**config.mk**
```make
export PLATFORM = sky130hd
export DESIGN_NAME = ssp_top
export DESIGN_NICKNAME = d
export VERILOG_FILES = /design/src/ssp_pkg.sv /design/src/ssp_link_if.sv /design/src/ssp_sync.sv /design/src/ssp_top.sv
export SDC_FILE = /design/constraint.sdc
export NUM_CORES = 1
export LEC_CHECK = 0
export ABC_AREA = 1
export BUFFER_PORTS_ARGS = -buffer_cell sky130_fd_sc_hd__buf_2
export CAP_MARGIN = 10
export CORE_UTILIZATION = 28
export DETAILED_ROUTE_END_ITERATION = 8
export PLACE_DENSITY = 0.65
export SYNTH_ARGS = -nofsm -noshare
export SYNTH_HDL_FRONTEND = slang
export SYNTH_SLANG_ARGS = --single-unit
```
**constraint.sdc**
```tcl
create_clock -name i_clock -period 0.9 [get_ports i_clock]
set_input_delay 0 -clock i_clock [delete_from_list [all_inputs] [get_ports i_clock]]
set_output_delay 0 -clock i_clock [all_outputs]
set_load 0.01 [all_outputs]
```
**src/ssp_pkg.sv**
```systemverilog
// Constants and types shared by the serial shift port design.
// Summary of operation
// - Shift register and bit counter move only on shift clock falls.
// - Eight-bit shift register, serial in to serial out; four-bit counter.
// - Data shifts most significant bit first in both directions.
// - After eight clocks the terminal output goes low and freezes shifting.
// - Interrupt fires on eighth fall unless a disable write came first.
// - After reset the transfer interrupt is off until data is written.
// - Writing the data register loads data and arms the interrupt.
// - Any write to the disable register disarms the interrupt.
// - Reset and data writes clear the counter and re-enable the clock.
// - No start condition; shifting starts at the first edge after clearing.
// - Interrupt request is signalled as a high-to-low transition.
// - In open-drain mode the serial out pin carries the shift register msb; otherwise the port bit.
package ssp_pkg;

    localparam int         SSP_DATA_W     = 8;
    localparam int         SSP_CNT_W      = 4;
    localparam int         SSP_ADDR_W     = 12;
    // Printed register indices; byte address is four times the index
    localparam logic [7:0] SSP_IDX_IRQDIS = 8'hdc;
    localparam logic [7:0] SSP_IDX_SHIFT  = 8'hdd;
    localparam logic [SSP_ADDR_W-1:0] SSP_A_IRQDIS =
        {2'h0, SSP_IDX_IRQDIS, 2'h0};
    localparam logic [SSP_ADDR_W-1:0] SSP_A_SHIFT  =
        {2'h0, SSP_IDX_SHIFT, 2'h0};
    localparam logic [SSP_ADDR_W-1:0] SSP_A_STATUS = 12'h380;
    localparam logic [SSP_ADDR_W-1:0] SSP_A_MASK   = 12'h384;
    localparam logic [SSP_ADDR_W-1:0] SSP_A_CTRL   = 12'h388;

    // Field positions
    localparam int SSP_STS_DONE   = 0;
    localparam int SSP_CTRL_OD    = 0;
    localparam int SSP_CTRL_PORT  = 1;
    localparam int SSP_IRQDIS_ARM = 0;

    localparam logic [SSP_CNT_W-1:0]  SSP_CNT_FULL  = 4'h8;
    localparam logic [SSP_CNT_W-1:0]  SSP_CNT_RST   = 4'h0;
    localparam logic [SSP_DATA_W-1:0] SSP_DATA_RST  = 8'h00;
    localparam logic [1:0]            SSP_CTRL_RST  = 2'h2;

    typedef struct packed {
        logic s1;
        logic s2;
        logic d1;
        logic d2;
        logic prev;
    } ssp_sync_t;

    typedef struct packed {
        logic [SSP_DATA_W-1:0] shift;
        logic [SSP_CNT_W-1:0]  cnt;
        logic                  armed;
        logic                  irq_n;
        logic                  sts;
        logic                  mask;
        logic [1:0]            ctrl;
        logic [31:0]           prdata;
    } ssp_state_t;

endpackage : ssp_pkg

```
**src/ssp_link_if.sv**
```systemverilog
// Carrier between the pin synchroniser and the shift port core.
`timescale 1ns/1ps
`default_nettype none
interface ssp_link_if;
    logic sclk_fall;
    logic sin;
    modport src (output sclk_fall, output sin);
    modport dst (input sclk_fall, input sin);
endinterface : ssp_link_if
`default_nettype wire

```
**src/ssp_sync.sv**
```systemverilog
// Pin synchroniser and shift clock falling edge detector.
`timescale 1ns/1ps
`default_nettype none
module ssp_sync
    import ssp_pkg::*;
(
    input  wire logic i_clock,
    input  wire logic i_rst_n,
    input  wire logic i_sclk,
    input  wire logic i_sin,
    ssp_link_if.src   link
);
    ssp_sync_t st_r;
    ssp_sync_t st_nxt;

    always_comb begin
        st_nxt      = st_r;
        st_nxt.s1   = i_sclk;
        st_nxt.s2   = st_r.s1;
        st_nxt.d1   = i_sin;
        st_nxt.d2   = st_r.d1;
        st_nxt.prev = st_r.s2;
    end

    always_ff @(posedge i_clock or negedge i_rst_n) begin
        if (!i_rst_n) begin
            // Idle clock high so release is not seen as an edge
            st_r <= '{s1: 1'b1, s2: 1'b1, d1: 1'b0, d2: 1'b0, prev: 1'b1};
        end else begin
            st_r <= st_nxt;
        end
    end

    assign link.sclk_fall = st_r.prev & ~st_r.s2;
    assign link.sin       = st_r.d2;
endmodule : ssp_sync
`default_nettype wire

```
**src/ssp_top.sv**
```systemverilog
// Serial shift port with bit counter, APB register slave and interrupt.
//
// Added by the designer: register access over APB.
`timescale 1ns/1ps
`default_nettype none
module ssp_top
    import ssp_pkg::*;
(
    input  wire logic                  i_clock,
    input  wire logic                  i_nrst,
    // APB slave
    input  wire logic                  i_psel,
    input  wire logic                  i_penable,
    input  wire logic                  i_pwrite,
    input  wire logic [SSP_ADDR_W-1:0] i_paddr,
    input  wire logic [31:0]           i_pwdata,
    output logic [31:0]                o_prdata,
    output logic                       o_pready,
    output logic                       o_pslverr,
    // Serial pins
    input  wire logic                  i_sclk,
    input  wire logic                  i_sin,
    output logic                       o_sout,
    output logic                       o_sout_oe,
    // Interrupts and count terminal
    output logic                       o_xfer_irq_n,
    output logic                       o_irq,
    output logic                       o_count_terminal_out
);
    // ----------------------------------------------------------------
    // Reset release
    // ----------------------------------------------------------------
    logic rst_s1_r;
    logic rst_n_r;

    always_ff @(posedge i_clock or negedge i_nrst) begin
        if (!i_nrst) begin
            rst_s1_r <= 1'b0;
            rst_n_r  <= 1'b0;
        end else begin
            rst_s1_r <= 1'b1;
            rst_n_r  <= rst_s1_r;
        end
    end

    // ----------------------------------------------------------------
    // Pin synchroniser
    // ----------------------------------------------------------------
    ssp_link_if link ();

    ssp_sync u_sync (
        .i_clock (i_clock),
        .i_rst_n (rst_n_r),
        .i_sclk  (i_sclk),
        .i_sin   (i_sin),
        .link    (link.src)
    );

    // ----------------------------------------------------------------
    // Address decode
    // ----------------------------------------------------------------
    function automatic logic [5:0] addr_dec(
        input logic [SSP_ADDR_W-1:0] a
    );
        addr_dec = {a == SSP_A_CTRL,
                    a == SSP_A_MASK,
                    a == SSP_A_STATUS,
                    a == SSP_A_SHIFT,
                    a == SSP_A_IRQDIS,
                    1'b0};
        addr_dec[0] = ~|addr_dec[5:1];
    endfunction : addr_dec

    ssp_state_t st_r;
    ssp_state_t st_nxt;
    logic [5:0] hit;
    logic       setup;
    logic       wr;
    logic       running;
    logic       done_evt;

    assign hit     = addr_dec(i_paddr);
    assign setup   = i_psel & ~i_penable;
    assign wr      = i_psel & i_penable & i_pwrite;
    // terminal output low at count eight
    assign running = st_r.cnt != SSP_CNT_FULL;
    assign done_evt = link.sclk_fall & running
                    & (st_r.cnt == SSP_CNT_FULL - 4'h1);

    // ----------------------------------------------------------------
    // Next state
    // ----------------------------------------------------------------
    always_comb begin
        st_nxt = st_r;

        if (link.sclk_fall && running) begin
            // msb out first, new bit at lsb
            st_nxt.shift = {st_r.shift[SSP_DATA_W-2:0], link.sin};
            st_nxt.cnt   = st_r.cnt + 4'h1;
        end

        // fire on eighth edge if armed
        if (done_evt && st_r.armed) begin
            st_nxt.irq_n = 1'b0;
        end

        // Status clear by writing one; new event set wins
        if (wr && hit[3] && i_pwdata[SSP_STS_DONE]) begin
            st_nxt.sts = 1'b0;
        end
        if (done_evt) begin
            st_nxt.sts = 1'b1;
        end

        if (wr && hit[4]) begin
            st_nxt.mask = i_pwdata[SSP_STS_DONE];
        end
        if (wr && hit[5]) begin
            st_nxt.ctrl = i_pwdata[1:0];
        end

        if (wr && hit[1]) begin
            st_nxt.armed = 1'b0;
            st_nxt.irq_n = 1'b1;
        end

        // Data write beats a same-cycle edge
        if (wr && hit[2]) begin
            st_nxt.shift = i_pwdata[SSP_DATA_W-1:0];
            st_nxt.cnt   = SSP_CNT_RST;
            st_nxt.armed = 1'b1;
            st_nxt.irq_n = 1'b1;
        end

        // Read data captured in setup, shown in access
        if (setup && !i_pwrite) begin
            unique case (1'b1)
                hit[1]:  st_nxt.prdata = {31'h0, st_r.armed};
                hit[2]:  st_nxt.prdata = {24'h0, st_r.shift};
                hit[3]:  st_nxt.prdata = {31'h0, st_r.sts};
                hit[4]:  st_nxt.prdata = {31'h0, st_r.mask};
                hit[5]:  st_nxt.prdata = {30'h0, st_r.ctrl};
                default: st_nxt.prdata = 32'h0;
            endcase
        end
    end

    always_ff @(posedge i_clock or negedge rst_n_r) begin
        if (!rst_n_r) begin
            st_r <= '{shift:  SSP_DATA_RST,
                      cnt:    SSP_CNT_RST,
                      armed:  1'b0,
                      irq_n:  1'b1,
                      sts:    1'b0,
                      mask:   1'b0,
                      ctrl:   SSP_CTRL_RST,
                      prdata: 32'h0};
        end else begin
            st_r <= st_nxt;
        end
    end

    // ----------------------------------------------------------------
    // Outputs
    // ----------------------------------------------------------------
    assign o_prdata  = st_r.prdata;
    // Zero wait state; unmapped answers with an error
    assign o_pready  = 1'b1;
    assign o_pslverr = i_psel & i_penable & hit[0];

    // serial out from shift register msb in open-drain mode, else the port bit
    always_comb begin
        if (st_r.ctrl[SSP_CTRL_OD]) begin
            o_sout    = 1'b0;
            o_sout_oe = ~st_r.shift[SSP_DATA_W-1];
        end else begin
            o_sout    = st_r.ctrl[SSP_CTRL_PORT];
            o_sout_oe = 1'b1;
        end
    end

    assign o_xfer_irq_n         = st_r.irq_n;
    assign o_irq                = st_r.sts & st_r.mask;
    assign o_count_terminal_out = running;
endmodule : ssp_top
`default_nettype wire

```
==> results of run 1 <==
layer usage:
| metal | up-vias | part of all wire [%] | GRT usage, % |
|---|---|---|---|
| li1 | 798 | - | - |
| met1 | 728 | 43 | 15.1 |
| met2 | 41 | 51 | 21.6 |
| met3 | 8 | 5.0 | 3.38 |
| met4 | 0 | 1.3 | 4.23 |
| met5 | - | 0 | 0 |
kinds of logic (layout without fill, tap and decap cells):
family / Yosys count / after routing / synth area share [%]
flip-flops: 33 / 33 / 45.0
AND/OR/NAND/NOR: 107 / 107 / 28.5
adder cells (fa/ha/maj): 2 / 2 / 1.35
buffers and inverters: 56 / 111 / 18.6
AO/OA/AOI/OAI: 20 / 20 / 6.09
other: 2 / 26 / 0.406
state kept, by name, indices dropped and copies added, names as in the netlist:
name,cells
u_sync.st_r,1
o_prdata,8
rst_s1_r,1
o_xfer_irq_n,1
rst_n_r,1
u_sync.link.sin,1
st_r,17
u_sync.st_nxt,3
timing repair:
item                                   4_1_cts  5_1_grt
setup endpoints to repair                   19       22
endpoints found under the hold margin       12        0
cloned                                       0        0
pin swaps                                   10       11
resized for setup                           15       15
setup buffers                                3        1
hold buffers                                10        0
critical path: stages, from the launching register on:
cell and delay [ns]:
dfstp_2 0.53, inv_2 0.04, nor2_4 0.12, nand2_8 0.09, nor2_4 0.11, nand2_2 0.07
inv_2 0.08, nand3_2 0.06, nand2_1 0.06, nand2_1 0.05
power by group through the flow:
| stage | clock network, mW | logic, mW | registers [mW] |
|---|---|---|---|
| 6_report | 1.22 | 1.16 | 1.89 |
| 4_1_cts | 1.28 | 1.10 | 1.89 |
| 2_1_floorplan | 0 | 0.624 | 1.89 |
| 5_1_grt | 1.34 | 1.32 | 1.91 |
| 3_3_place_gp | 0 | 0.933 | 1.89 |
| 3_5_place_dp | 0 | 0.974 | 1.90 |
synth_stat cells:
library cell / number / area share [%]
o21ai_2: 2 / 0.95
nor2_4: 2 / 1.2
nand4_1: 2 / 0.68
nand2_2: 3 / 1.0
a21oi_1: 4 / 1.1
or2_0: 1 / 0.34
conb_1: 2 / 0.41
o21ai_0: 9 / 2.4
nand3_1: 27 / 7.3
nor2_1: 15 / 3.0
nor3_1: 1 / 0.27
a211oi_1: 1 / 0.41
nand2_1: 50 / 10
nand3_4: 1 / 0.95
ha_1: 2 / 1.4
inv_4: 1 / 0.34
dfstp_2: 5 / 7.1
o21ai_1: 3 / 0.81
o31ai_1: 1 / 0.41
dfrtp_1: 28 / 38
nor2_8: 2 / 2.2
inv_1: 17 / 3.5
buf_6: 1 / 0.61
buf_4: 33 / 13
inv_2: 4 / 0.81
nand4_2: 1 / 0.68
nor2_2: 2 / 0.68
cell type report:
cell class                 count  area share [%]
clock buffer                   7            3.69
clock inverter                 1           0.192
inverter                      22            3.36
multi-input combinational    155            34.2
sequential                    33            32.0
tap                           77            3.69
timing repair buffer          81            22.9
final timing paths:
path,endpoint,cells past startpoint
max reg2reg,o_xfer_irq_n,9
min in group i_clock,st_r[47],4
max in group asynchronous,u_sync.st_r[0],1
min,rst_n_r,2
max,o_xfer_irq_n,9
min reg2reg,st_r[42],1
per-stage QoR:
| step | setup TNS (ns) | instances | power [mW] | instance area, µm² | setup WS [ns] |
|---|---|---|---|---|---|
| after floorplan | -3.57 | 244 | 2.51 | 1980 | -0.330 |
| after global placement | -5.24 | 354 | 2.82 | 2260 | -0.355 |
| after detailed placement | -5.87 | 354 | 2.87 | 2260 | -0.413 |
| after CTS | -5.44 | 375 | 4.26 | 2540 | -0.385 |
| after global routing | -6.60 | 376 | 4.57 | 2610 | -0.444 |
| final | -5.22 | 376 | 4.27 | 2610 | -0.383 |
==> results.txt, run 1 <==
Number of iterations in the first detailed-routing pass -> 4
WL/cell -> 10.5 µm
Number of nets with antenna violations after detailed routing -> 0
Hold Vio Cnt, Final -> 0
Fraction of layout cells with a size suffix above 1 -> 43.1%
Post-layout util -> 41.1%
Drt initial violations -> 76
Origin of the worst setup path -> u_sync.st_r[0]
Max-cap viol count -> 0
Final setup violating endpoints -> 20
Total via count in the routed design -> 1,575
Startpoint types -> flip-flop
CTS Root Cell -> clkbuf_8
Worst setup path class -> flip-flop to flip-flop
Worst reg2reg startpoint -> u_sync.st_r[0]
Number of antenna violations at the first check in global routing -> 0
TritonCTS clock tree -> built
Vias in the first global route -> 1,536
Maximum fanout encountered on the critical timing path -> 7
Unrepaired setup endpoints after global routing -> yes
Commonest non-fill, non-tap cell in the layout -> nand2_1
Nature of the critical path endpoint -> flip-flop
Number of antenna diodes -> 0
Register share of total power -> 44.2%
Signed area change from the synthesized netlist to the final layout -> 41.1%
Std-Cell Core Area -> 0.00635 mm²
Failing checks -> setup timing
Level count of the clock H-tree -> 2
Worst Hold Class -> input port to async pin
Routability congestion estimate -> 0.804
Crit share post-route -> 143%
Aggregate global-route resource usage -> 12.5%
Max-slew violation total from the final report -> 0
Status -> complete, but fails checks
Maximum operating frequency -> 779 MHz
Cell Area, Synth -> 0.00185 mm²
Switching component of the power -> 1.32 mW
Total gr overflow -> 0
Y dimension of the die -> 83.2 µm
Number of buffers on the longest clock path -> 2
Sum of net half-perimeters after detailed placement -> 3020 µm
Fill cell total of the finished layout -> 633
Switching fraction of total power -> 30.9%
Global-route wire length before repair -> 6970 µm
Clk network pwr share -> 28.5%
Worst Hold Margin -> 0.0202 ns
Final setup margin -> -0.383 ns
Highest-count cells in the layout ignoring fill and taps -> nand2_1, buf_2, dfrtp_1
Sink count of the clock tree -> 33
Clk_skew -> 0.00845 ns
Count of distinct cell types in the synthesized netlist -> 27
Clock latency at the later pin of the worst-skew pair -> 0.29 ns
Comb pwr share -> 27.3%
Cell count after synthesis -> 220
Total of buffers placed on input and output ports -> 40
Avg Cell Area, Syn -> 8.40 µm²
Cts bufs inserted -> 5
Die Footprint -> 0.00693 mm²
Leak Pwr -> 1.35 nW
Post-route DRC -> 0
Maximum vdd ir drop -> 0.000932 V
Area of the multi-input gates -> 892 µm²
Footprint of the flip-flops and latches -> 833 µm²
Std cell rows -> 29
Synth Warn # -> 0
Total Nets Final -> 351
Starting utilization of the core area -> 29.1%
R2R Setup Slk -> -0.38 ns
Wire length after detailed routing -> 3950 µm
IO Pins -> 90
Data required time at the worst endpoint -> 1.11 ns
Period minus WS final -> 1.28 ns
Internal power -> 2.95 mW
Proportion of synthesized chip area in sequential cells -> 45.0%
Maximum number of pins on one net before global-route repair -> 19
Ratio of total power to cell area -> 1640 mW/mm²
Width of the chip -> 83.2 µm
Routed vias/inst -> 4.19
Register bit count reported by yosys -> 33
Post-CTS clock slew at the launch and capture registers of the worst setup and hold paths -> 0.06 ns
Data arrival at the endpoint of the critical path -> 1.49 ns
Power figures use the tool's default switching activity.
==> inputs of run 2 (changes only) <==
--- a/config.mk
+++ b/config.mk
@@ -7,9 +7,10 @@
 export LEC_CHECK = 0
 export ABC_AREA = 1
-export BUFFER_PORTS_ARGS = -buffer_cell sky130_fd_sc_hd__buf_2
 export CAP_MARGIN = 10
 export CORE_UTILIZATION = 28
 export DETAILED_ROUTE_END_ITERATION = 8
-export PLACE_DENSITY = 0.65
+export DONT_BUFFER_PORTS = 1
+export PLACE_DENSITY = 0.53
+export SLEW_MARGIN = 40
 export SYNTH_ARGS = -nofsm -noshare
 export SYNTH_HDL_FRONTEND = slang
==> constraint.sdc (replaced) <==
create_clock -name i_clock -period 0.9 [get_ports i_clock]
set_input_delay 0 -clock i_clock [delete_from_list [all_inputs] [get_ports i_clock]]
set_output_delay 0 -clock i_clock [all_outputs]
set_load 0.05 [all_outputs]
==> run 2 against run 1 <==
Effect of this change:
- the run still ends with setup timing left
- wire length grew 1.4%
- sequential share of layout area shrank 0.62 points
- combinational power grew 14%
- count of clock-buffer cells in the layout is the same
- final area grew 2.0%
- maximum frequency grew 1.3%
- critical path type unchanged
- largest power group unchanged
- setup slack gained 0.017 ns
- critical endpoint is now st_r[40]
- via count shrank 3.8%
==> results.txt, run 2 (same netlist as run 1, synthesis figures left out) <==
Status -> complete, but fails checks
Failing checks -> setup timing
Fraction of layout cells with a size suffix above 1 -> 39.4% (-3.7 points)
Post-layout util -> 41.9% (+0.81 points)
Number of nets with antenna violations after detailed routing -> 0 (unchanged)
Crit share post-route -> 141% (-1.9 points)
Worst Hold Margin -> 0.0122 ns (-0.00803 ns)
Total Nets Final -> 331 (-5.7%)
Leak Pwr -> 1.33 nW (-1.4%)
Number of antenna diodes -> 0 (unchanged)
Routed vias/inst -> 4.26 (+1.6%)
Startpoint types -> flip-flop
Unrepaired setup endpoints after global routing -> yes
R2R Setup Slk -> -0.37 ns (+0.02 ns)
Clock latency at the later pin of the worst-skew pair -> 0.29 ns (about the same)
Post-CTS clock slew at the launch and capture registers of the worst setup and hold paths -> 0.07 ns (about the same)
Final Instance Area -> 0.00266 mm² (+2.0%)
Total gr overflow -> 0 (unchanged)
Signed area change from the synthesized netlist to the final layout -> 43.9%
Hold Vio Cnt, Final -> 0 (unchanged)
Aggregate global-route resource usage -> 12.5% (-0.037 points)
Sum of negative setup slack -> -5.44 ns (-0.214 ns)
IO Pins -> 90 (unchanged)
CTS Root Cell -> clkbuf_8
Data arrival at the endpoint of the critical path -> 1.45 ns (-0.04 ns)
Y dimension of the die -> 83.2 µm (unchanged)
TritonCTS clock tree -> built
Number of iterations in the first detailed-routing pass -> 4 (unchanged)
Number of antenna violations at the first check in global routing -> 0 (unchanged)
Maximum vdd ir drop -> 0.00103 V (+11%)
Maximum operating frequency -> 790 MHz (+1.3%)
Final setup violating endpoints -> 21 (+5.0%)
Data required time at the worst endpoint -> 1.09 ns (-0.02 ns)
Cts bufs inserted -> 5 (unchanged)
Vias in the first global route -> 1,517 (-1.2%)
Number of flip-flops in the largest register -> 17 (unchanged)
Start point of the worst hold path -> i_psel
Worst setup path class -> flip-flop to flip-flop
Highest-count cells in the layout ignoring fill and taps -> nand2_1, buf_4, dfrtp_1
Level count of the clock H-tree -> 2 (unchanged)
Width of the chip -> 83.2 µm (unchanged)
Nature of the critical path endpoint -> flip-flop
Std cell rows -> 29 (unchanged)
Final setup margin -> -0.366 ns (+0.0168 ns)
Worst Hold Class -> input port to flip-flop
Hold endpoint -> o_prdata[4]
Number of buffers on the longest clock path -> 2 (unchanged)
Total via count in the routed design -> 1,515 (-3.8%)
Sink count of the clock tree -> 33 (unchanged)
Total of buffers placed on input and output ports -> 0 (-100%)
Largest reg by FF count -> st_r
Period minus WS final -> 1.27 ns (-0.0168 ns)
WL/cell -> 11.3 µm (+7.1%)
Wire length after detailed routing -> 4010 µm (+1.4%)
Maximum number of pins on one net before global-route repair -> 32 (+13)
Drt initial violations -> 89 (+17%)
Maximum fanout encountered on the critical timing path -> 7 (unchanged)
Worst reg2reg startpoint -> st_r[38]
Max-slew violation total from the final report -> 0 (unchanged)
Post-route DRC -> 0 (unchanged)
Die Footprint -> 0.00693 mm² (unchanged)
Std-Cell Core Area -> 0.00635 mm² (unchanged)
Ratio of total power to cell area -> 1680 mW/mm² (+2.5%)
Starting utilization of the core area -> 29.1% (unchanged)
Critical register-to-register path endpoint -> st_r[40]
Clk_skew -> 0.00528 ns (-0.00316 ns)
Commonest non-fill, non-tap cell in the layout -> nand2_1
Placed cell area -> 0.00223 mm² (-1.6%)
Sum of net half-perimeters after detailed placement -> 2930 µm (-3.1%)
Global-route wire length before repair -> 6910 µm (-0.80%)
Max-cap viol count -> 0 (unchanged)
Routability congestion estimate -> 0.748 (-7.0%)
Depth of the most critical reg-to-reg path -> 8 (-1)
Worst hold stages -> 2
[run 2: changes by cell type in the layout (fill, tap and decap cells not counted), sizes merged]
cell	delta
buf	-23
dlygate4sd3	+3
[run 2: how the worst max path moves through the flow]
stage | slack [ns] | start | depth (start not counted) | end
after detailed placement | -0.46 | u_sync.st_r[0] | 9 | o_xfer_irq_n
final | -0.37 | st_r[38] | 8 | st_r[40]
after floorplan | -0.44 | st_r[39] | 9 | st_r[42]
after global routing | -0.45 | st_r[38] | 8 | st_r[40]
after CTS | -0.40 | u_sync.st_r[0] | 9 | o_xfer_irq_n
after global placement | -0.43 | u_sync.st_r[0] | 9 | o_xfer_irq_n
[run 2: power breakdown]
part | total, mW | switching, mW | internal [mW]
Combinational | 1.32 | 0.796 | 0.520
Sequential | 1.90 | 0.199 | 1.70
Clock | 1.25 | 0.556 | 0.691
[run 2: layout make-up]
| type | instances | area, µm² |
|---|---|---|
| inverters | 22 | 90.1 |
| repair buffers | 61 | 612 |
| flip-flops and latches | 33 | 833 |
| well taps | 77 | 96.3 |
| multi-input cells | 155 | 926 |
| fillers | 629 | 3690 |
| clock inverters | 1 | 5.00 |
| clock buffers | 7 | 96.3 |
[run 2: stage by stage]
stage	std cells	setup slack, ns	total power [mW]
2_1_floorplan	244	-0.444	2.75
3_3_place_gp	327	-0.430	2.97
6_report	356	-0.366	4.47
4_1_cts	352	-0.396	4.42
5_1_grt	356	-0.449	4.73
3_5_place_dp	327	-0.459	3.01
[run 2: per-layer routing]
| metal | routed length [µm] | vias to the layer above | GRT usage, % |
|---|---|---|---|
| met2 | 2020 | 43 | 21.0 |
| met5 | 0 | - | 0 |
| li1 | - | 759 | - |
| met3 | 205 | 8 | 3.48 |
| met4 | 61 | 0 | 4.70 |
| met1 | 1720 | 705 | 15.2 |
[run 2: repair_timing]
item / in CTS / in global routing
gates resized for setup: 21 / 19
endpoints found under the hold margin: 16 / 0
hold buffers: 13 / 0
pin swaps: 12 / 20
setup endpoints to repair: 19 / 23
buffers inserted: 4 / 5
[run 2: worst max-delay path, cell delays in order (launching register included)]
cell,delay [ns]
dfrtp_1,0.38
inv_2,0.08
ha_4,0.14
nand3_4,0.09
nand2_8,0.13
nor2_4,0.04
buf_4,0.12
o21ai_2,0.12
nor2_1,0.05
